## config.mk

```make
export PLATFORM = sky130hd
export DESIGN_NAME = tco_top
export DESIGN_NICKNAME = d
export VERILOG_FILES = /design/src/hw/tco_pkg.sv /design/src/hw/tco_chan.sv /design/src/hw/tco_top.sv
export VERILOG_INCLUDE_DIRS = /design/src /design/src/hw
export SDC_FILE = /design/constraint.sdc
export NUM_CORES = 1
export LEC_CHECK = 0
export BUFFER_PORTS_ARGS = -buffer_cell sky130_fd_sc_hd__buf_2
export CORE_AREA = 3 3 103 105
export DETAILED_ROUTE_END_ITERATION = 8
export DIE_AREA = 0 0 106 108
export PLACE_DENSITY = 0.73
export SETUP_SLACK_MARGIN = 0.2
export SLEW_MARGIN = 20
export SYNTH_ARGS = -nofsm -noshare
export SYNTH_HDL_FRONTEND = slang
export SYNTH_SLANG_ARGS = --single-unit
```

## constraint.sdc

```tcl
create_clock -name clock_in -period 2 [get_ports clock_in]
set_clock_uncertainty 0.2 [all_clocks]
set_input_delay 0.2 -clock clock_in [delete_from_list [all_inputs] [get_ports clock_in]]
set_output_delay 0.2 -clock clock_in [all_outputs]
set_load 0.02 [all_outputs]
```

## src/hw/tco_cfg.svh

```systemverilog
`ifndef TCO_CFG_SVH
`define TCO_CFG_SVH

// Register byte offsets.
`define TCO_ADDL3_OFS     8'h70
`define TCO_CTL_OFS       8'h74

// Reset values.
`define TCO_ADDL3_RST     16'h0000
`define TCO_CTL_RST       32'h0FF000FF

// Writable bits of the output control register; bits 19:16 stay zero.
`define TCO_CTL_MASK      32'hFFF0FFFF

// Field positions in the output control register.
`define TCO_CPWM_LSB      28
`define TCO_PAIR_LSB      20
`define TCO_PULSE_LSB     8
`define TCO_BRK_LSB       4
`define TCO_DTI_LSB       0
`define TCO_RSVD_MSB      19
`define TCO_RSVD_LSB      16

// Channel count and compare width.
`define TCO_NCH           4
`define TCO_CMP_W         16

`endif

```

## src/hw/tco_pkg.sv

```systemverilog
package tco_pkg;

  typedef enum logic [1:0] {
    TCO_PAIR_INDEP  = 2'h0,
    TCO_PAIR_MIRROR = 2'h1,
    TCO_PAIR_RSVD   = 2'h2,
    TCO_PAIR_COMPL  = 2'h3
  } tco_pair_e;

  typedef enum logic [1:0] {
    TCO_PULSE_NORMAL = 2'h0,
    TCO_PULSE_UP     = 2'h1,
    TCO_PULSE_DOWN   = 2'h2,
    TCO_PULSE_BOTH   = 2'h3
  } tco_pulse_e;

endpackage : tco_pkg

```

## src/hw/tco_chan.sv

```systemverilog
`timescale 1ns/10ps
module tco_chan (
  // Clock and reset
  input  wire logic               clock_in,
  input  wire logic               rst_n_in,
  // Reference inputs from the compare stage
  input  wire logic               oref_in,
  input  wire logic               mm_ref_in,
  input  wire logic               match_in,
  input  wire logic               count_down_in,
  // Configuration
  input  tco_pkg::tco_pulse_e     pulse_sel_in,
  input  tco_pkg::tco_pair_e      pair_mode_in,
  // Outputs
  output logic                    ref_out,
  output logic                    primary_out,
  output logic                    paired_out
);

  logic match_q_r;
  logic edge_w;
  logic dir_ok_w;
  logic ref_nxt;
  logic paired_nxt;

  // A match held over several cycles still yields a single pulse.
  always_ff @(posedge clock_in or negedge rst_n_in) begin
    if (!rst_n_in) begin
      match_q_r <= 1'b0;
    end else begin
      match_q_r <= match_in;
    end
  end

  assign edge_w = match_in & ~match_q_r;

  always_comb begin
    case (pulse_sel_in)
      tco_pkg::TCO_PULSE_UP:   dir_ok_w = ~count_down_in;
      tco_pkg::TCO_PULSE_DOWN: dir_ok_w = count_down_in;
      tco_pkg::TCO_PULSE_BOTH: dir_ok_w = 1'b1;
      default:                 dir_ok_w = 1'b0;
    endcase
    if (pulse_sel_in == tco_pkg::TCO_PULSE_NORMAL) begin
      ref_nxt = oref_in;
    end else begin
      ref_nxt = edge_w & dir_ok_w;
    end
    case (pair_mode_in)
      tco_pkg::TCO_PAIR_MIRROR: paired_nxt = ref_nxt;
      tco_pkg::TCO_PAIR_COMPL:  paired_nxt = ~ref_nxt;
      default:                  paired_nxt = mm_ref_in;
    endcase
  end

  always_ff @(posedge clock_in or negedge rst_n_in) begin
    if (!rst_n_in) begin
      ref_out     <= 1'b0;
      primary_out <= 1'b0;
      paired_out  <= 1'b0;
    end else begin
      ref_out     <= ref_nxt;
      primary_out <= ref_nxt;
      paired_out  <= paired_nxt;
    end
  end
endmodule : tco_chan

```

## src/hw/tco_top.sv

```systemverilog
// Summary of operation
// - Channel 3 output mode compares its 16-bit additional value with counter.
// - With shadowing on, the active additional value loads only at update.
// - Additional compare of channel 3 acts only when its composite bit is 1.
// - Composite enables sit at bits 31..28 for channels 3..0; 1 enables.
// - Pair select fields at 27:26, 25:24, 23:22, 21:20 for pairs 3..0.
// - Pair select 00 keeps the multi-mode channel independent.
// - Pair select 01 makes the multi-mode output mirror the primary output.
// - Pair select 11 gives complementary outputs, primary only as input; 10 reserved.
// - Match-pulse select 00 passes the normal output reference; ch3 at 15:14.
// - Select 01 gives a one-cycle pulse on match while counting up.
// - Select 10 gives a one-cycle pulse on match while counting down.
// - Select 11 gives a one-cycle pulse on every match, either direction.
// - Dead-time enable bits 3..0 act on both outputs of each pair.
// - Break enable bits 7..4 put each channel under break control.
`timescale 1ns/10ps
`include "tco_cfg.svh"
module tco_top (
  // Clock and reset
  input  wire logic                      clock_in,
  input  wire logic                      rst_n_in,
  // Register port
  input  wire logic [7:0]                reg_addr_in,
  input  wire logic                      reg_wr_in,
  input  wire logic                      reg_rd_in,
  input  wire logic [31:0]               reg_wdata_in,
  output logic      [31:0]               reg_rdata_out,
  // Counter and update interface
  input  wire logic [`TCO_CMP_W-1:0]     counter_in,
  input  wire logic                      count_down_in,
  input  wire logic                      update_event_in,
  input  wire logic                      addl_shadow_en_in,
  input  wire logic                      ch3_output_mode_in,
  // Per-channel references from the compare stage
  input  wire logic [`TCO_NCH-1:0]       oref_in,
  input  wire logic [`TCO_NCH-1:0]       mm_ref_in,
  input  wire logic [`TCO_NCH-1:0]       match_in,
  // Channel outputs
  output logic [`TCO_NCH-1:0]            output_reference_out,
  output logic [`TCO_NCH-1:0]            primary_out,
  output logic [`TCO_NCH-1:0]            paired_out,
  output logic [`TCO_NCH-1:0]            paired_input_en_out,
  // Control levels for the dead-time and break stages
  output logic [`TCO_NCH-1:0]            composite_pwm_enable_out,
  output logic [`TCO_NCH-1:0]            deadtime_insert_enable_out,
  output logic [`TCO_NCH-1:0]            break_gate_enable_out,
  // Additional compare match of channel 3
  output logic                           addl_match_3_out
);

  logic [`TCO_CMP_W-1:0] addl_preload_r;
  logic [`TCO_CMP_W-1:0] addl_active_r;
  logic [31:0]           ctl_r;
  logic [31:0]           rdata_nxt;
  logic                  wr_addl_w;
  logic                  wr_ctl_w;
  logic                  addl_match_nxt;
  logic [`TCO_NCH-1:0]   pin_en_nxt;

  // The port carries no byte lanes; every write is taken as a whole word.
  assign wr_addl_w = reg_wr_in && (reg_addr_in == `TCO_ADDL3_OFS);
  assign wr_ctl_w  = reg_wr_in && (reg_addr_in == `TCO_CTL_OFS);

  // Preload register: what software wrote, and what it reads back.
  always_ff @(posedge clock_in or negedge rst_n_in) begin
    if (!rst_n_in) begin
      addl_preload_r <= `TCO_ADDL3_RST;
    end else if (wr_addl_w) begin
      addl_preload_r <= reg_wdata_in[`TCO_CMP_W-1:0];
    end
  end

  // Active compare value. With shadowing on, a write and an update in the
  // same cycle load the old preload; the new value waits for the next update.
  always_ff @(posedge clock_in or negedge rst_n_in) begin
    if (!rst_n_in) begin
      addl_active_r <= `TCO_ADDL3_RST;
    end else if (addl_shadow_en_in) begin
      if (update_event_in) begin
        addl_active_r <= addl_preload_r;
      end
    end else if (wr_addl_w) begin
      addl_active_r <= reg_wdata_in[`TCO_CMP_W-1:0];
    end
  end

  // Reserved bits are masked rather than stored, so they always read zero.
  always_ff @(posedge clock_in or negedge rst_n_in) begin
    if (!rst_n_in) begin
      ctl_r <= `TCO_CTL_RST;
    end else if (wr_ctl_w) begin
      ctl_r <= reg_wdata_in & `TCO_CTL_MASK;
    end
  end

  always_comb begin
    case (reg_addr_in)
      `TCO_ADDL3_OFS: rdata_nxt = {16'h0000, addl_preload_r};
      `TCO_CTL_OFS:   rdata_nxt = ctl_r;
      default:        rdata_nxt = 32'h00000000;
    endcase
  end

  always_ff @(posedge clock_in or negedge rst_n_in) begin
    if (!rst_n_in) begin
      reg_rdata_out <= 32'h00000000;
    end else if (reg_rd_in) begin
      reg_rdata_out <= rdata_nxt;
    end
  end

  // Additional compare runs only in composite mode with channel 3 driving.
  assign addl_match_nxt = ctl_r[`TCO_CPWM_LSB+3] && ch3_output_mode_in
                          && (counter_in == addl_active_r);

  always_ff @(posedge clock_in or negedge rst_n_in) begin
    if (!rst_n_in) begin
      addl_match_3_out <= 1'b0;
    end else begin
      addl_match_3_out <= addl_match_nxt;
    end
  end

  // Control levels handed on to the dead-time and break stages.
  always_ff @(posedge clock_in or negedge rst_n_in) begin
    if (!rst_n_in) begin
      composite_pwm_enable_out   <= 4'h0;
      deadtime_insert_enable_out <= 4'h0;
      break_gate_enable_out      <= 4'h0;
      paired_input_en_out        <= 4'h0;
    end else begin
      composite_pwm_enable_out   <= ctl_r[`TCO_CPWM_LSB+:`TCO_NCH];
      deadtime_insert_enable_out <= ctl_r[`TCO_DTI_LSB+:`TCO_NCH];
      break_gate_enable_out      <= ctl_r[`TCO_BRK_LSB+:`TCO_NCH];
      paired_input_en_out        <= pin_en_nxt;
    end
  end

  genvar gi;
  generate
    for (gi = 0; gi < `TCO_NCH; gi = gi + 1) begin : g_ch
      tco_pkg::tco_pair_e  pair_w;
      tco_pkg::tco_pulse_e pulse_w;

      assign pair_w  = tco_pkg::tco_pair_e'(
                         ctl_r[`TCO_PAIR_LSB+2*gi+:2]);
      assign pulse_w = tco_pkg::tco_pulse_e'(
                         ctl_r[`TCO_PULSE_LSB+2*gi+:2]);
      // Only independent pairing lets the multi-mode channel capture.
      assign pin_en_nxt[gi] = (pair_w == tco_pkg::TCO_PAIR_INDEP);

      tco_chan u_chan (
        .clock_in      (clock_in),
        .rst_n_in      (rst_n_in),
        .oref_in       (oref_in[gi]),
        .mm_ref_in     (mm_ref_in[gi]),
        .match_in      (match_in[gi]),
        .count_down_in (count_down_in),
        .pulse_sel_in  (pulse_w),
        .pair_mode_in  (pair_w),
        .ref_out       (output_reference_out[gi]),
        .primary_out   (primary_out[gi]),
        .paired_out    (paired_out[gi])
      );
    end
  endgenerate
endmodule : tco_top

```

**Word level (Yosys, flattened, before mapping)**

Index checks and enable logic that the tools add are counted.
W data, S select, Z words.

- Add/subtract/negate cells: 0
- $mul: 0
- Divide/modulo/power cells: 0
- Order comparisons: 0
- Eq/ne operators: 24
- Shifts and indexed selects: 0
- Multiplexer cells: 16
- Bitwise logic cells: 17
- Reductions and logical operators: 14

Operators by type and width:

| kind | number |
|---|---|
| $pmux W32 S2 | 1 |
| $mux W16 | 3 |
| $eq A2 B2 Y1 const B | 12 |
| $eq A16 B16 Y1 | 1 |
| $eq A2 B1 Y1 const B | 8 |
| $eq A8 B7 Y1 const B | 2 |
| $logic_not A2 Y1 | 8 |
| $pmux W1 S3 | 4 |
| $not A1 Y1 | 9 |
| $and A1 B1 Y1 | 8 |
| $pmux W1 S2 | 4 |
| $logic_and A1 B1 Y1 | 4 |
| $mux W1 | 4 |
| $ne A2 B2 Y1 const B | 1 |
| $reduce_and A2 Y1 | 1 |
| $reduce_bool A2 Y1 | 1 |

- Flip-flop bits (word level): 121
- Bits in latches: 0
- Memory bits (writable): 0
- ROM bits: 0
- Input bits: 76
- Word-level logic and storage cells: 92
- Memories: 0

**Logic depth before layout (Yosys ltp)**

- Depth in word-level cells: 6
- Gate-level depth with buffers: 6
- Depth with buffers taken out: 4

**By module**

A second synthesis with hierarchy kept.

- Cells, all modules: 358
- Area total of the unflattened synthesis: 4862.2 sq um

Modules (own cells, without submodules):

| module | times used | cells each | area an instance (sq um) | seq. area each (sq um) |
|---|---|---|---|---|
| tco_top | 1 | 302 | 4221.5 | 2647.5 |
| tco_chan | 4 | 14 | 160.2 | 75.1 |

**Least setup slack after synthesis**

Ideal clock, no wire load.

- Path kind: input -> register
- Start: input reg_addr_in[7]
- End: register addl_active_r[10]
- Setup time: 0.123 ns
- Arrival: 1.406 ns
- Setup slack: 0.271 ns
- Cell stages on the path: 6
- Cells stage by stage: and4b_1 nand4_4 or2_1 buf_2 buf_6 o221a_1

- Longest elaborated chain between the ends: 4

RTL lines:

| item | line | source |
|---|---|---|
| start, declared | tco_top.sv:23 | `input wire logic [7:0] reg_addr_in,` |
| $eq A8 B7 Y1 | -- |  |
| $logic_and A1 B1 Y1 | tco_top.sv:61 | `` assign wr_addl_w = reg_wr_in && (reg_addr_in == `TCO_ADDL3_OFS); `` |
| $reduce_bool A2 Y1 (no source line) | -- |  |
| $reduce_and A2 Y1 (no source line) | -- |  |
| end signal, assigned | tco_top.sv:77 | `` addl_active_r <= `TCO_ADDL3_RST; `` |
| end signal, assigned | tco_top.sv:80 | `addl_active_r <= addl_preload_r;` |
| end signal, assigned | tco_top.sv:83 | `` addl_active_r <= reg_wdata_in[`TCO_CMP_W-1:0]; `` |
| end, declared | tco_top.sv:52 | `` logic [`TCO_CMP_W-1:0] addl_active_r; `` |

Every way passes these cells.
A chain may end at the register's enable or synchronous reset.

**Worst setup path in the final report**

- Start: register addl_active_r[15]
- End: register addl_match_3_out

- Longest elaborated chain between the ends: 2

RTL lines:

| item | line | source |
|---|---|---|
| $eq A16 B16 Y1 | tco_top.sv:114 | `&& (counter_in == addl_active_r);` |
| $logic_and A1 B1 Y1 | tco_top.sv:113 | `` assign addl_match_nxt = ctl_r[`TCO_CPWM_LSB+3] && ch3_output_mode_in `` |
| via addl_match_nxt | tco_top.sv:57 | `logic addl_match_nxt;` |
| end signal, assigned | tco_top.sv:120 | `addl_match_3_out <= addl_match_nxt;` |
| end, declared | tco_top.sv:48 | `output logic addl_match_3_out` |

The timed path passes the listed nets, and every way through them passes these cells.

==> results.txt <==
The run finished with clean final reports. Counting flops with a built-in enable in the synthesized netlist gives 0. Once the clock tree was built, the setup fixing pass inserted 0 buffers.

At the end of the flow, the number of nets in the layout was 607. The tools report the number of pins with negative max-slew slack in the final report as 0. For this run, the detailed router's first-pass iteration total came to 4.

The tools report the final-report hold violation count as 0. The total clock buffers created by CTS is 17, and the maximum single-stage delay on the critical path is 0.56 ns. The family with the most delay on the worst path was simple AND/OR/NAND/NOR gates. The tree built by TritonCTS fans out to 117 sinks. The post-detailed-route count of antenna-violating nets is 0. The run gives 2 as the maximum count of clock buffers along a single path.

The path class of the tightest hold or removal check is primary input to asynchronous set/reset pin. The sequential power share is 0.435, and the net switching power figure is 1470 uW. For this run, the number of Yosys warnings is 0.

Setup repair after global routing left no endpoint under its margin. TritonCTS built the clock tree. From left edge to right edge, the die measures 106 um.

The logs give 0.495 for the initial standard-cell utilization of the core and 3796 for the number of global-route vias before repair. The cell type with the highest aggregate area in the netlist is dfrtp_1. The critical path in this run is classified as flop to flop.

Synthesis instantiated 36 different standard cells from the library. The area of the mapped netlist is 0.00482 mm^2, and the number of cells on the worst reg-to-reg path is 4. Share of post-route cells with drive strength above 1: 0.491.

The largest fanout on the critical path is 2, and the max-cap check violation count is 0. The cell type of the slowest stage on the worst timing path is or4_1. Clock transition at the registers of the reported paths: 0.06 ns. Once layout is complete, the cells apart from fillers number 677. For the final routed database, the setup TNS stands at 0 ns.

Buffers placed on the I/O ports in this run total 128. The number of antenna violations at the first check in global routing was 0; the overall track demand over capacity in global routing was 0.225. Traced cell by cell, the critical path runs through xnor2_1 > nand4_1 > or4_1 > nor4_2. The critical path endpoint category is a flop. The clock latency of the later-clocked register in the worst-skew pair was 0.51 ns; the mean cell area of the mapped netlist was 14.3 um^2. For this design the ratio of total power to cell area is 877 mW/mm^2. The number of placement rows is 36, and the detail-routed net length per standard cell is 17.9 um.

The logs give 0.574 for the worst relative slew slack and 0.00333 uW for the static power due to leakage. The total overflow left after global routing is 0. Based on the critical path, the design can be clocked at up to 595 MHz.

The total routed wirelength came out at 12.1 mm. Together, buffers and inverters on the worst path number 0. Summed over all nets, the half-perimeter wirelength after detailed placement is 7.55 mm.

In the routed layout, each cell is associated on average with a via count of 5.18. The tools report the share of power burned in combinational logic as 0.098. In this run, synthesis produced a sequential element count of 117. Post-detailed-route DRC marker count: 0. Switching power as a share of total power: 0.249. The routed layout has 3506 vias.

Entering global routing, the biggest net connects 39 pins. Kind of start point of the critical path: a flop. During I/O placement, the number of pins put on the boundary was 137. The data arrival time at the worst-slack endpoint was 1.89 ns; the number of placed instances, taps included was 586. The H-tree was split into 4 levels.

The clock root buffer is clkbuf_8. Starting DRC count in detailed routing: 163. Synthesized netlist cell count: 337. The fraction of synthesized cell area taken by the top area cell type came out at 0.524. For the last weighted congestion value of the routability-driven placer, the log shows 0.782.

The die area came out at 0.0114 mm^2. The share of flip-flops with an asynchronous set or reset was 1.00. The critical path crosses 4 cells after its start point. For the worst setup path, the data required time is 2.21 ns. The logs give 0.494 mV for the worst-case vdd ir drop and 0 for the total setup violations reported at the end of the flow. The post-synthesis sequential area ratio was 0.611; the layout overhead on the synthesized area was 39.9%.

Ranked by total cell area, the synthesized netlist is headed by dfrtp_1, mux2_2, dfstp_2, a221o_1, buf_4. The number of antenna diodes in the final layout is 0. At the pin with the least slew margin, the transition time is 0.637 ns. In the synthesized netlist the dominant register cell turns out to be dfrtp_1. The part of the total power dissipated in the clock network was 0.467; the clock period minus worst slack was 1.68 ns. The core region area is 0.00973 mm^2, and the die extent in y is 108 um. The final period utilization is 0.841. Fill cells in the final layout number 679.

The internal power summed over all cells is 4450 uW. The first-pass GRT wire length is 19.7 mm.
==> metal layers <==
metal / GRT usage / up-vias / wire length (um)
li1: - / 1612 / -
met2: 0.373 / 137 / 6010
met1: 0.287 / 1745 / 5180
met3: 0.0675 / 12 / 770
met5: 0 / - / 0
met4: 0.0712 / 0 / 149
==> worst register-to-register path, stage by stage (launching register included) <==
cell and delay (ns):
dfrtp_1 0.40, xnor2_1 0.18, nand4_1 0.11, or4_1 0.56, nor4_2 0.14
==> layout by cell type, fill, tap and decap left out, types with 6 or more instances in the layout <==
master and count:
mux2_2 48, buf_4 11, o221a_1 10, dfstp_2 16
or2_2 16, nor2b_1 16, clkbuf_16 16, buf_2 127
dfrtp_1 101, dlygate4sd3_1 59, a22o_1 12, nor2_1 8
a221o_1 16, xnor2_1 13, inv_1 10, o221a_2 6
==> flip-flops by register name, summed over array words and instances, names as in the netlist, 16 cells and up <==
register / cells
ctl_r: 28
reg_rdata_out: 28
addl_preload_r: 16
addl_active_r: 16
==> synthesized netlist by cell type (all sizes together), types with 3 or more instances <==
cell type	instances
nor4	3
a32o	4
buf	25
nor2	8
xnor2	13
dfrtp	101
nor2b	16
a22o	12
inv	10
clkbuf	3
o221a	16
or2	17
mux2	48
dfstp	16
xor2	3
nand4	5
nand3b	4
nand2	5
a221o	16
o221ai	4
==> path summary, 6_finish.rpt <==
path	end	slack, ns	startpoint
worst max-delay path	addl_match_3_out$_DFF_PN0_	0.32	addl_active_r[15]$_DFFE_PN0P_
worst min-delay path	ctl_r[20]$_DFFE_PN1P_	0.05	rst_n_in
worst max register to register	addl_match_3_out$_DFF_PN0_	0.32	addl_active_r[15]$_DFFE_PN0P_
worst min register to register	composite_pwm_enable_out[2]$_DFF_PN0_	0.20	ctl_r[30]$_DFFE_PN0P_
max in group asynchronous	g_ch[0].u_chan.paired_out$_DFF_PN0_	0.49	rst_n_in
min in group clock_in	reg_rdata_out[8]$_DFFE_PN0P_	0.06	reg_rd_in
==> logic make-up after synthesis <==
| family | after synthesis | share of synthesized area |
|---|---|---|
| AOI/OAI and AO/OA | 53 | 0.110 |
| xor gates and xnor gates | 16 | 0.0291 |
| buffers and inverters | 38 | 0.0462 |
| DFF | 117 | 0.611 |
| muxes | 48 | 0.112 |
| other | 1 | 0.000778 |
| and+or+nand+nor | 64 | 0.0906 |
==> metrics by stage <==
| stage | util | hold WS, ns | setup slack [ns] | power [uW] | instance area, um^2 |
|---|---|---|---|---|---|
| 2_1_floorplan | - | -0.296 | 0.271 | 2880 | 4830 |
| 3_3_place_gp | 0.576 | -0.105 | 0.149 | 3080 | 5600 |
| 3_5_place_dp | 0.576 | -0.108 | 0.0688 | 3100 | 5600 |
| 4_1_cts | 0.693 | 0.0234 | 0.265 | 5960 | 6740 |
| 5_1_grt | 0.693 | 0.0387 | 0.223 | 6150 | 6750 |
| 6_report | 0.693 | 0.0472 | 0.318 | 5920 | 6750 |
==> layout make-up <==
type	instances	area, um^2	area share
Timing Repair Buffer	200	1370	0.203
Sequential cell	117	2950	0.437
Clock buffer	17	414	0.0614
Clock inverter	15	134	0.0198
Inverter	10	37.5	0.00556
Tap cell	133	166	0.0247
Multi-Input combinational cell	185	1680	0.249
==> timing repair <==
item / 4_1_cts / 5_1_grt
endpoints found under the setup margin: 0 / 1
hold buffers: 59 / 0
resized for setup: 0 / 1
endpoints found under the hold margin: 183 / 0
==> power by group through the flow <==
stage,logic [uW],registers (uW),clock network (uW)
final,581,2580,2760
after global placement,471,2610,0
after floorplan,261,2620,0
after detailed placement,484,2610,0
after global routing,631,2590,2930
after CTS,579,2580,2800
No activity file was read; power rests on OpenSTA's default activity.
